<file path="config.mk">
export PLATFORM = sky130hd
export DESIGN_NAME = daoc_core
export DESIGN_NICKNAME = d
export VERILOG_FILES = /design/src/rtl/daoc_pkg.sv /design/src/rtl/daoc_cfg_if.sv /design/src/rtl/daoc_serial_port.sv /design/src/rtl/daoc_core.sv
export SDC_FILE = /design/constraint.sdc
export NUM_CORES = 2
export LEC_CHECK = 0
export ABC_AREA = 1
export BUFFER_PORTS_ARGS = -buffer_cell sky130_fd_sc_hd__buf_2
export CAP_MARGIN = 10
export CORE_MARGIN = 2
export CORE_UTILIZATION = 44
export CTS_CLUSTER_DIAMETER = 100
export DETAILED_ROUTE_END_ITERATION = 6
export SLEW_MARGIN = 20
export SYNTH_ARGS = -nofsm -noshare
export SYNTH_HDL_FRONTEND = slang
export SYNTH_HIERARCHICAL = 1
export SYNTH_SLANG_ARGS = --single-unit
</file>
<file path="constraint.sdc">
create_clock -name clk -period 1.71 [get_ports clk]
set_clock_uncertainty 0.1 [all_clocks]
set_input_delay 0.0855 -clock clk [delete_from_list [all_inputs] [get_ports clk]]
set_output_delay 0.0855 -clock clk [all_outputs]
set_load 0.005 [all_outputs]
</file>
<file path="src/rtl/daoc_pkg.sv">
package daoc_pkg;
  // ----------------------------------------------------------------
  // widths and clock
  // ----------------------------------------------------------------
  localparam int SAMPLE_W     = 12;
  localparam int SAMPLE_MSPS  = 500;
  localparam int CLK_MHZ      = 100;
  localparam int CFG_W        = 24;
  localparam int ST_W         = 4;
  // ----------------------------------------------------------------
  // register offsets (byte addresses)
  // ----------------------------------------------------------------
  localparam logic [7:0] CTRL_OFS = 8'h00;
  localparam logic [7:0] STAT_OFS = 8'h04;
  localparam logic [7:0] MASK_OFS = 8'h08;
  localparam logic [7:0] INFO_OFS = 8'h0c;
  localparam logic [CFG_W-1:0] CTRL_RST = 24'h000000;
  localparam logic [ST_W-1:0]  MASK_RST = 4'h0;
  // ----------------------------------------------------------------
  // control field positions
  // ----------------------------------------------------------------
  localparam int B_PWRDN   = 0;
  localparam int B_SYNCOFF = 1;
  localparam int B_DECIM   = 2;
  localparam int B_AUTOCOR = 3;
  localparam int B_EDGEA   = 4;
  localparam int B_EDGEB   = 5;
  localparam int B_BONA    = 6;
  localparam int B_OVRASYN = 7;
  localparam int B_OVRBSYN = 8;
  localparam int B_FOURW   = 16;
  // ----------------------------------------------------------------
  // status field positions
  // ----------------------------------------------------------------
  localparam int ST_OVRA  = 0;
  localparam int ST_OVRB  = 1;
  localparam int ST_SYNC  = 2;
  localparam int ST_SERWR = 3;
  // ----------------------------------------------------------------
  // timing counts in clk cycles, frame sizes in serial bits
  // ----------------------------------------------------------------
  localparam int LAT_PLAIN   = 38;
  localparam int LAT_AUTO    = 50;
  localparam int LAT_DECIM   = 74;
  localparam int LAT_OVR     = 12;
  localparam int SYNC_PERIOD = 16;
  localparam int HDR_BITS    = 8;
  localparam int FRAME_BITS  = 32;
endpackage

</file>
<file path="src/rtl/daoc_cfg_if.sv">
`timescale 1ns/1ps
interface daoc_cfg_if;
  import daoc_pkg::*;
  logic             we;
  logic [CFG_W-1:0] wdata;
  logic [CFG_W-1:0] rdata;
  logic             fourWire;
  modport port (output we, output wdata, input rdata, input fourWire);
  modport core (input we, input wdata, output rdata, output fourWire);
endinterface

</file>
<file path="src/rtl/daoc_serial_port.sv">
`timescale 1ns/1ps
module daoc_serial_port
  import daoc_pkg::*;
(
  input  wire logic clk,
  input  wire logic rst_n,
  input  wire logic ce,
  input  wire logic serialClock,
  input  wire logic serialSelect,
  input  wire logic serialDataIn,
  output logic      ioOut,
  output logic      ioOe,
  output logic      outOe,
  daoc_cfg_if.port  cfg
);
  // ----------------------------------------------------------------
  // pin synchronisers
  // ----------------------------------------------------------------
  logic sclkS1, sclkS2, sclkS3, selS1, selS2, dinS1, dinS2;
  always_ff @(posedge clk or negedge rst_n) begin
    if (!rst_n) begin
      {sclkS1, sclkS2, sclkS3} <= 3'h0;
      {selS1, selS2, dinS1, dinS2} <= 4'h0;
    end else if (ce) begin
      sclkS1 <= serialClock;
      sclkS2 <= sclkS1;
      sclkS3 <= sclkS2;
      selS1  <= serialSelect;
      selS2  <= selS1;
      dinS1  <= serialDataIn;
      dinS2  <= dinS1;
    end
  end
  logic sclkRise, sclkFall;
  assign sclkRise = sclkS2 & ~sclkS3;
  assign sclkFall = ~sclkS2 & sclkS3;
  // ----------------------------------------------------------------
  // frame engine
  // ----------------------------------------------------------------
  logic [5:0]       bitCnt_q;
  logic [22:0]      shiftIn_q;
  logic             isRead_q, addrHit_q, dataOut_q, ioOe_q, outOe_q, we_q;
  logic [CFG_W-1:0] outShift_q, wdata_q;
  logic             readPhase;
  assign readPhase = isRead_q && (bitCnt_q >= 6'(HDR_BITS));
  always_ff @(posedge clk or negedge rst_n) begin
    if (!rst_n) begin
      bitCnt_q   <= 6'h00;
      shiftIn_q  <= 23'h000000;
      isRead_q   <= 1'b0;
      addrHit_q  <= 1'b0;
      outShift_q <= 24'h000000;
      dataOut_q  <= 1'b0;
      we_q       <= 1'b0;
      wdata_q    <= 24'h000000;
    end else if (ce) begin
      we_q <= 1'b0;
      if (!selS2) begin
        bitCnt_q <= 6'h00;
        isRead_q <= 1'b0;
      end else if (sclkRise && bitCnt_q != 6'(FRAME_BITS)) begin
        bitCnt_q  <= bitCnt_q + 6'h01;
        shiftIn_q <= {shiftIn_q[21:0], dinS2};
        if (bitCnt_q == 6'(HDR_BITS - 1)) begin
          isRead_q   <= shiftIn_q[6];
          addrHit_q  <= ({shiftIn_q[5:0], dinS2} == 7'h00);
          dataOut_q  <= cfg.rdata[CFG_W-1];
          outShift_q <= {cfg.rdata[CFG_W-2:0], 1'b0};
        end
        if (bitCnt_q == 6'(FRAME_BITS - 1) && !isRead_q && addrHit_q) begin
          we_q    <= 1'b1;
          wdata_q <= {shiftIn_q, dinS2};
        end
      end else if (sclkFall && readPhase && bitCnt_q > 6'(HDR_BITS)) begin
        dataOut_q  <= outShift_q[CFG_W-1];
        outShift_q <= {outShift_q[CFG_W-2:0], 1'b0};
      end
    end
  end
  // ----------------------------------------------------------------
  // pin drivers
  // ----------------------------------------------------------------
  always_ff @(posedge clk or negedge rst_n) begin
    if (!rst_n) begin
      ioOe_q  <= 1'b0;
      outOe_q <= 1'b0;
    end else if (ce) begin
      ioOe_q  <= selS2 && readPhase && !cfg.fourWire;
      outOe_q <= selS2 && readPhase && cfg.fourWire;
    end
  end
  assign ioOut     = dataOut_q;
  assign ioOe      = ioOe_q;
  assign outOe     = outOe_q;
  assign cfg.we    = we_q;
  assign cfg.wdata = wdata_q;
endmodule

</file>
<file path="src/rtl/daoc_core.sv">
// Chosen here: the register addresses and the APB interface to the registers.
`timescale 1ns/1ps
module daoc_core
  import daoc_pkg::*;
(
  input  wire logic                clk,
  input  wire logic                rst_n,
  input  wire logic                ce,
  input  wire logic                psel,
  input  wire logic                penable,
  input  wire logic                pwrite,
  input  wire logic [7:0]          paddr,
  input  wire logic [31:0]         pwdata,
  output logic      [31:0]         prdata,
  output logic                     pready,
  output logic                     pslverr,
  output logic                     irq,
  input  wire logic                chipEnable,
  input  wire logic                syncIn,
  input  wire logic                serialPortReset_n,
  input  wire logic                serialClock,
  input  wire logic                serialSelect,
  input  wire logic                serialDataIn,
  output logic                     serialDataIoOut,
  output logic                     serialDataIoOe,
  output logic                     serialDataOut,
  output logic                     serialDataOutOe,
  input  wire logic [SAMPLE_W-1:0] chanAData,
  input  wire logic [SAMPLE_W-1:0] chanBData,
  input  wire logic                chanAOver,
  input  wire logic                chanBOver,
  output logic      [SAMPLE_W-1:0] busASample,
  output logic      [SAMPLE_W-1:0] busBSample,
  output logic                     busAFwdClock,
  output logic                     busBFwdClock,
  output logic                     chanAOverrange,
  output logic                     chanBOverrange,
  output logic                     syncOut
);
  localparam int DW = 2 * SAMPLE_W;
  // ----------------------------------------------------------------
  // serial control port
  // ----------------------------------------------------------------
  daoc_cfg_if cfgBus ();
  daoc_serial_port u_serial (
    .clk          (clk),
    .rst_n        (rst_n),
    .ce           (ce),
    .serialClock  (serialClock),
    .serialSelect (serialSelect),
    .serialDataIn (serialDataIn),
    .ioOut        (serialDataIoOut),
    .ioOe         (serialDataIoOe),
    .outOe        (serialDataOutOe),
    .cfg          (cfgBus.port)
  );
  assign serialDataOut = serialDataIoOut;
  // ----------------------------------------------------------------
  // configuration register
  // ----------------------------------------------------------------
  logic [CFG_W-1:0] ctrl_q;
  logic             cfgRst_n, apbWr, apbSetup;
  assign cfgRst_n = rst_n & serialPortReset_n;
  assign apbSetup = psel & ~penable;
  assign apbWr    = psel & penable & pready & pwrite;
  always_ff @(posedge clk or negedge cfgRst_n) begin
    if (!cfgRst_n) begin
      ctrl_q <= CTRL_RST;
    end else if (ce) begin
      if (cfgBus.we) begin
        ctrl_q <= cfgBus.wdata;
      end else if (apbWr && paddr == CTRL_OFS) begin
        ctrl_q <= pwdata[CFG_W-1:0];
      end
    end
  end
  assign cfgBus.rdata    = ctrl_q;
  assign cfgBus.fourWire = ctrl_q[B_FOURW];
  logic decimEn, autoCor, edgeA, edgeB, bOnA;
  assign decimEn = ctrl_q[B_DECIM];
  assign autoCor = ctrl_q[B_AUTOCOR];
  assign edgeA   = ctrl_q[B_EDGEA];
  assign edgeB   = ctrl_q[B_EDGEB];
  assign bOnA    = ctrl_q[B_BONA];
  // ----------------------------------------------------------------
  // pin synchronisers and sync start
  // ----------------------------------------------------------------
  logic syncS1, syncS2, syncS3, enS1, enS2;
  always_ff @(posedge clk or negedge rst_n) begin
    if (!rst_n) begin
      {syncS1, syncS2, syncS3, enS1, enS2} <= 5'h00;
    end else if (ce) begin
      syncS1 <= syncIn;
      syncS2 <= syncS1;
      syncS3 <= syncS2;
      enS1   <= chipEnable;
      enS2   <= enS1;
    end
  end
  logic       syncRun_q;
  logic syncStart, active;
  assign syncStart = syncS2 & ~syncS3 & ~syncRun_q;
  assign active    = enS2 & ~ctrl_q[B_PWRDN];
  logic [4:0] syncCnt_q;
  logic       syncNow;
  always_ff @(posedge clk or negedge rst_n) begin
    if (!rst_n) begin
      syncRun_q <= 1'b0;
      syncCnt_q <= 5'h00;
    end else if (ce) begin
      if (syncStart) begin
        syncRun_q <= 1'b1;
        syncCnt_q <= 5'h00;
      end else if (syncRun_q) begin
        syncCnt_q <= (syncCnt_q == 5'(SYNC_PERIOD - 1)) ? 5'h00 : syncCnt_q + 5'h01;
      end
    end
  end
  assign syncNow = syncRun_q && !ctrl_q[B_SYNCOFF] && syncCnt_q == 5'h00 && active;
  // ----------------------------------------------------------------
  // decimation front end
  // ----------------------------------------------------------------
  logic          phase_q;
  logic [DW-1:0] held_q, decWord_q, din;
  logic [12:0]   sumA, sumB;
  assign sumA = 13'(held_q[DW-1:SAMPLE_W]) + 13'(chanAData);
  assign sumB = 13'(held_q[SAMPLE_W-1:0]) + 13'(chanBData);
  always_ff @(posedge clk or negedge rst_n) begin
    if (!rst_n) begin
      phase_q   <= 1'b0;
      held_q    <= '0;
      decWord_q <= '0;
    end else if (ce) begin
      if (syncStart || !decimEn) begin
        phase_q <= 1'b0;
      end else begin
        phase_q <= ~phase_q;
      end
      if (!phase_q) begin
        held_q <= {chanAData, chanBData};
      end else begin
        decWord_q <= {sumA[12:1], sumB[12:1]};
      end
    end
  end
  assign din = decimEn ? decWord_q : {chanAData, chanBData};
  // ----------------------------------------------------------------
  // latency delay lines
  // ----------------------------------------------------------------
  logic [DW-1:0] dly_q [LAT_DECIM];
  logic [1:0]    ovrDly_q [LAT_OVR];
  always_ff @(posedge clk or negedge rst_n) begin
    if (!rst_n) begin
      for (int i = 0; i < LAT_DECIM; i++) dly_q[i] <= '0;
    end else if (ce) begin
      dly_q[0] <= din;
      for (int i = 1; i < LAT_DECIM; i++) dly_q[i] <= dly_q[i-1];
    end
  end
  always_ff @(posedge clk or negedge rst_n) begin
    if (!rst_n) begin
      for (int i = 0; i < LAT_OVR; i++) ovrDly_q[i] <= 2'h0;
    end else if (ce) begin
      ovrDly_q[0] <= {chanAOver, chanBOver};
      for (int i = 1; i < LAT_OVR; i++) ovrDly_q[i] <= ovrDly_q[i-1];
    end
  end
  logic [6:0]    tapIdx;
  logic [DW-1:0] tapWord;
  logic [1:0]    ovrTap;
  assign tapIdx  = decimEn ? 7'(LAT_DECIM - 2) : autoCor ? 7'(LAT_AUTO - 2)
                   : 7'(LAT_PLAIN - 2);
  assign tapWord = dly_q[tapIdx];
  assign ovrTap  = ovrDly_q[LAT_OVR-2];
  // ----------------------------------------------------------------
  // output buses and forwarded clocks
  // ----------------------------------------------------------------
  logic                wordStrobe, fwdPhase_q, aClk_q, bClk_q;
  logic [SAMPLE_W-1:0] busA_q, busB_q;
  assign wordStrobe = !decimEn || phase_q;
  always_ff @(posedge clk or negedge rst_n) begin
    if (!rst_n) begin
      busA_q     <= '0;
      busB_q     <= '0;
      fwdPhase_q <= 1'b0;
      aClk_q     <= 1'b0;
      bClk_q     <= 1'b0;
    end else if (ce) begin
      if (!active) begin
        busA_q <= '0;
        busB_q <= '0;
      end else if (wordStrobe) begin
        busA_q     <= tapWord[DW-1:SAMPLE_W];
        busB_q     <= tapWord[SAMPLE_W-1:0];
        fwdPhase_q <= syncStart ? 1'b0 : ~fwdPhase_q;
        aClk_q     <= ~fwdPhase_q ^ edgeA;
        bClk_q     <= ~fwdPhase_q ^ (bOnA ? edgeA : edgeB);
      end
    end
  end
  assign busASample   = busA_q;
  assign busBSample   = busB_q;
  assign busAFwdClock = aClk_q;
  assign busBFwdClock = bClk_q;
  // ----------------------------------------------------------------
  // overrange and sync pins
  // ----------------------------------------------------------------
  logic ovrA_q, ovrB_q, syncOut_q;
  always_ff @(posedge clk or negedge rst_n) begin
    if (!rst_n) begin
      ovrA_q    <= 1'b0;
      ovrB_q    <= 1'b0;
      syncOut_q <= 1'b0;
    end else if (ce) begin
      syncOut_q <= syncNow;
      ovrA_q    <= ctrl_q[B_OVRASYN] ? syncNow : active & ovrTap[1];
      ovrB_q    <= ctrl_q[B_OVRBSYN] ? syncNow : active & ovrTap[0];
    end
  end
  assign chanAOverrange = ovrA_q;
  assign chanBOverrange = ovrB_q;
  assign syncOut        = syncOut_q;
  // ----------------------------------------------------------------
  // status, mask and interrupt
  // ----------------------------------------------------------------
  logic [ST_W-1:0] stat_q, mask_q, evt, clr;
  logic            irq_q;
  assign evt = {cfgBus.we, syncStart, active & ovrTap[0], active & ovrTap[1]};
  assign clr = (apbWr && paddr == STAT_OFS) ? pwdata[ST_W-1:0] : '0;
  always_ff @(posedge clk or negedge rst_n) begin
    if (!rst_n) begin
      stat_q <= '0;
      mask_q <= MASK_RST;
      irq_q  <= 1'b0;
    end else if (ce) begin
      stat_q <= (stat_q & ~clr) | evt;
      if (apbWr && paddr == MASK_OFS) begin
        mask_q <= pwdata[ST_W-1:0];
      end
      irq_q <= |(stat_q & mask_q);
    end
  end
  assign irq = irq_q;
  // ----------------------------------------------------------------
  // apb slave
  // ----------------------------------------------------------------
  logic [31:0] rdVal;
  logic        hit;
  always_comb begin
    rdVal = 32'h00000000;
    hit   = 1'b1;
    if (paddr == CTRL_OFS) begin
      rdVal = 32'(ctrl_q);
    end else if (paddr == STAT_OFS) begin
      rdVal = 32'(stat_q);
    end else if (paddr == MASK_OFS) begin
      rdVal = 32'(mask_q);
    end else if (paddr == INFO_OFS) begin
      rdVal = {29'h00000000, syncRun_q, active, ctrl_q[B_FOURW]};
    end else begin
      hit = 1'b0;
    end
  end
  logic [31:0] prdata_q;
  logic        pready_q, pslverr_q;
  always_ff @(posedge clk or negedge rst_n) begin
    if (!rst_n) begin
      prdata_q  <= 32'h00000000;
      pready_q  <= 1'b0;
      pslverr_q <= 1'b0;
    end else if (ce) begin
      pready_q  <= apbSetup;
      pslverr_q <= apbSetup & ~hit;
      if (apbSetup) begin
        prdata_q <= pwrite ? 32'h00000000 : rdVal;
      end
    end
  end
  assign prdata  = prdata_q;
  assign pready  = pready_q;
  assign pslverr = pslverr_q;
  // ----------------------------------------------------------------
  // checks
  // ----------------------------------------------------------------
  logic [6:0] calm_q;
  always_ff @(posedge clk or negedge rst_n) begin
    if (!rst_n) begin
      calm_q <= 7'h00;
    end else if (!ce || !active || cfgBus.we || apbWr || syncStart) begin
      calm_q <= 7'h00;
    end else if (calm_q != 7'h64) begin
      calm_q <= calm_q + 7'h01;
    end
  end
endmodule

</file>
==> insert_results.sql <==
INSERT INTO impl_metrics (metric_group, metric, value, unit) VALUES
('clocking', 'cts_sinks', '2012', ''),
('clocking', 'worst_skew_pair.late_latency', '0.83', 'ns'),
('run_status', 'run_status', 'finished, violations left', ''),
('yosys', 'avgSynthCellArea', '8.803', 'um^2'),
('drt', 'via_per_inst', '4.751', ''),
('place', 'place_area', '83190', 'um^2'),
('timing', 'final_critical_path_setup_slack', '-0.04255', 'ns'),
('timing', 'clock.fmax', '570.6', 'MHz'),
('drt', 'detail_route.drc_violations', '2', ''),
('yosys', 'syn-cell-area', '78610', 'um^2'),
('final_layout', 'multi_input_comb_area', '25510', 'um^2'),
('final_layout', 'synthToLayoutAreaGrowth', '17.91', '%'),
('worst_setup_path', 'crit_family', 'simple AND/OR/NAND/NOR gates', ''),
('floorplanning', 'area_of_the_core_region', '178000', 'um^2'),
('clocking', 'cts-buffers-inserted', '206', ''),
('run_status', 'failed_checks', 'design-rule violations, negative setup slack', ''),
('min_path', 'min_delay_startpoint', 'pwdata[20]', ''),
('worst_setup_path', 'path_cells', 'inv_2 -> ha_4 -> inv_2 -> nor2_4 -> nand3_4 -> nand2_4 -> nor2_4 -> nand2_4 -> buf_4 -> nand2_1 -> nand2_1', ''),
('grt', 'vias_in_the_first_global_route', '55060', ''),
('yosys', 'synth-seq-cells', '2012', ''),
('yosys', 'post_synthesis_cell_type_with_the_largest_combined_area', 'sky130_fd_sc_hd__dfrtp_1', ''),
('min_path', 'worstHoldPathType', 'in -> reg', ''),
('yosys', 'synth_cell_type_count', '43', ''),
('timing', 'fin_tns_setup', '-0.4936', 'ns'),
('worst_setup_path', 'cp.buffers_inverters', '3', ''),
('floorplanning', 'floorplan.rows', '155', ''),
('place', 'portBuffers', '129', ''),
('grt', 'grt_use_total', '0.1817', ''),
('timing', 'unrepaired_setup_endpoints_after_global_routing', 'true', ''),
('drt', 'final_antenna_net_count', '0', ''),
('worst_setup_path', 'cp_slowest_stage_delay', '0.38', 'ns'),
('final_layout', 'most_used_cells_in_the_layout_excluding_fill_and_tap_cells', 'sky130_fd_sc_hd__nand2_1 (5409), sky130_fd_sc_hd__dfrtp_1 (2011), sky130_fd_sc_hd__o21ai_0 (294), sky130_fd_sc_hd__inv_1 (249), sky130_fd_sc_hd__clkbuf_16 (216)', ''),
('yosys', 'synth_top_area_share', '0.6405', ''),
('timing', 'setup-violations-final', '25', ''),
('final_layout', 'commonest_non_fill_non_tap_cell_in_the_layout', 'sky130_fd_sc_hd__nand2_1', ''),
('power', 'power_density', '1219', 'nW/um^2'),
('floorplanning', 'die-area', '182100', 'um^2'),
('final_layout', 'finalNetCount', '9355', ''),
('drt', 'detail_route.wl_per_cell', '13.82', 'um'),
('power', 'fin_total_pwr', '113.0', 'mW'),
('yosys', 'synthesis.instances', '8930', ''),
('worst_setup_path', 'crit-reg2reg-launch', 'u_serial/bitCnt_q[1]', ''),
('worst_setup_path', 'crit_fanout', '6', ''),
('timing', 'holdWs', '0.08029', 'ns'),
('yosys', 'part_of_the_yosys_area_used_for_sequential_elements', '0.6405', ''),
('floorplanning', 'chipHeight', '426.7', 'um'),
('timing', 'tightest_slew', '0.6859', 'ns'),
('worst_setup_path', 'timing.critical_path.to_type', 'register', ''),
('clocking', 'clkTransAtPathRegs', '0.06', 'ns'),
('clocking', 'cts_tree', 'yes', ''),
('final_layout', 'post_route_cells_drive_above_1_share', '0.1045', ''),
('clocking', 'cts_htree_levels', '4', ''),
('timing', 'final.period_utilization', '1.025', ''),
('place', 'gp_congestion', '0.8331', ''),
('timing', 'period_needed', '1.753', 'ns'),
('worst_setup_path', 'critical_path_required', '2.32', 'ns'),
('yosys', 'synth.top_cells.by_area', 'sky130_fd_sc_hd__dfrtp_1 (64%), sky130_fd_sc_hd__nand2_1 (26%), sky130_fd_sc_hd__o21ai_0 (2.1%)', ''),
('floorplanning', 'boundaryPins', '146', ''),
('drt', 'drt_first_pass_iters', '7', ''),
('timing', 'final-hold-violation-count', '0', ''),
('power', 'worst_ir_drop_vdd', '0.9443', 'mV'),
('worst_setup_path', 'critPathArrivalTime', '2.36', 'ns'),
('floorplanning', 'die-width', '426.7', 'um'),
('clocking', 'cts.path.max_buffers', '3', ''),
('timing', 'slew_viol_final', '0', ''),
('grt', 'grt_start_max_net_pins', '151', ''),
('drt', 'dr_total_vias', '55950', ''),
('yosys', 'yosys_warnings', '6', ''),
('worst_setup_path', 'critical_setup_path_kind', 'reg -> reg', ''),
('place', 'place.detailed.hpwl', '100100', 'um'),
('timing', 'worst_slew_margin_relative_to_its_limit', '0.5427', '');
[metrics by stage]
| stage | utilization | cells |
|---|---|---|
| final | 0.5206 | 11780 |
| after detailed placement | 0.4673 | 11240 |
| after floorplan | - | 8937 |
| after global routing | 0.5206 | 11780 |
| after CTS | 0.5152 | 11740 |
| after global placement | 0.4673 | 11240 |
[timing repair]
item / in CTS / in global routing
gates cloned: 1 / 11
hold buffers: 120 / 0
gates resized for setup: 45 / 186
pin swaps: 9 / 56
buffers inserted: 10 / 11
setup endpoints to repair: 46 / 142
hold endpoints to repair: 3528 / 0
[metal layers]
layer	wire, um	GRT usage	up-vias
met3	5212	0.02692	290
met4	4272	0.05417	0
met5	0	0	-
met2	74650	0.2818	707
li1	-	-	27890
met1	78620	0.2653	27060
[Yosys cell counts]
| library cell | number |
|---|---|
| sky130_fd_sc_hd__nor2_2 | 3 |
| sky130_fd_sc_hd__a22o_1 | 1 |
| sky130_fd_sc_hd__nand2_2 | 2 |
| sky130_fd_sc_hd__clkbuf_1 | 170 |
| sky130_fd_sc_hd__a21oi_1 | 66 |
| sky130_fd_sc_hd__conb_1 | 1 |
| sky130_fd_sc_hd__mux2_2 | 20 |
| sky130_fd_sc_hd__o22ai_1 | 1 |
| sky130_fd_sc_hd__nand2_1 | 5481 |
| sky130_fd_sc_hd__a41oi_1 | 1 |
| sky130_fd_sc_hd__ha_1 | 26 |
| sky130_fd_sc_hd__buf_6 | 14 |
| sky130_fd_sc_hd__o2111ai_1 | 23 |
| sky130_fd_sc_hd__nand3b_1 | 6 |
| sky130_fd_sc_hd__inv_2 | 5 |
| sky130_fd_sc_hd__o21ai_0 | 323 |
| sky130_fd_sc_hd__nand2_4 | 2 |
| sky130_fd_sc_hd__xnor2_1 | 4 |
| sky130_fd_sc_hd__buf_2 | 134 |
| sky130_fd_sc_hd__a221oi_1 | 1 |
| sky130_fd_sc_hd__xor2_1 | 3 |
| sky130_fd_sc_hd__nor2_1 | 52 |
| sky130_fd_sc_hd__nor2_4 | 2 |
| sky130_fd_sc_hd__clkinv_1 | 1 |
| sky130_fd_sc_hd__nand4_1 | 10 |
| sky130_fd_sc_hd__buf_1 | 16 |
| sky130_fd_sc_hd__o21ai_1 | 13 |
| sky130_fd_sc_hd__nand3_1 | 90 |
| sky130_fd_sc_hd__nand3_4 | 1 |
| sky130_fd_sc_hd__or2_2 | 2 |
| sky130_fd_sc_hd__nand4_4 | 1 |
| sky130_fd_sc_hd__inv_1 | 258 |
| sky130_fd_sc_hd__dfrtp_1 | 2012 |
| sky130_fd_sc_hd__o31ai_1 | 21 |
| sky130_fd_sc_hd__a31oi_1 | 2 |
| sky130_fd_sc_hd__fa_1 | 2 |
| sky130_fd_sc_hd__and2_1 | 2 |
| sky130_fd_sc_hd__nand3b_4 | 1 |
| sky130_fd_sc_hd__nor4_1 | 2 |
| sky130_fd_sc_hd__a211oi_1 | 2 |
| sky130_fd_sc_hd__o21ai_2 | 15 |
| sky130_fd_sc_hd__nor3_1 | 3 |
| sky130_fd_sc_hd__buf_4 | 135 |
[flip-flops by register name, indices dropped and copies added (netlist names), 4 cells and up]
name,count
busASample,12
busBSample,12
cfgBus.rdata,24
decWord_q,24
dly_q,1752
held_q,24
mask_q,4
ovrDly_q,20
prdata,24
stat_q,4
syncCnt_q,5
u_serial/bitCnt_q,6
u_serial/cfg.wdata,24
u_serial/outShift_q,23
u_serial/shiftIn_q,23
[final cells by class]
cell class                 instances  share of cell area
timing repair buffer             573             0.06284
clock buffer                     303             0.06585
tap                             2355             0.03179
multi-input combinational       6192              0.2752
clock inverter                    64            0.009854
sequential                      2012              0.5432
inverter                         264             0.01089
antenna                           14           0.0003780
[worst paths after layout]
path                       slack [ns]                endpoint  cells after the start
max                             -0.04  u_serial/cfg.wdata[17]                     11
min                              0.08        cfgBus.rdata[20]                      5
max reg2reg                     -0.04  u_serial/cfg.wdata[17]                     11
min reg2reg                      0.34             dly_q[1653]                      2
max in group asynchronous        0.18              dly_q[366]                      7
min in group asynchronous        0.32        cfgBus.rdata[10]                      6
[cell families (layout without fill, tap and decap cells)]
logic type               Yosys count  after routing  share of synthesized area
AND/OR/NAND/NOR                 5660           5660                     0.2737
multiplexers                      20             20                   0.002865
buffers and inverters            733           1204                    0.04492
AO/OA/AOI/OAI                    469            469                    0.03260
XOR/XNOR                           7              7                  0.0007799
other                              1             22                 0.00004770
flip-flops                      2012           2012                     0.6405
adder cells (fa/ha/maj)           28             28                   0.004648
[power breakdown]
part | total [mW] | internal [mW] | switching [mW]
logic | 11.1 | 4.37 | 6.72
clock network | 45.8 | 27.0 | 18.8
registers | 56.1 | 53.1 | 2.99
[worst reg2reg max path: cells and delay by family (launching register included)]
family,cells,cell delay [ns]
adders and majority gates,1,0.16
DFF,1,0.38
and+or+nand+nor,7,0.69
buffers and inverters,3,0.33
Power figures use the tool's default switching activity.
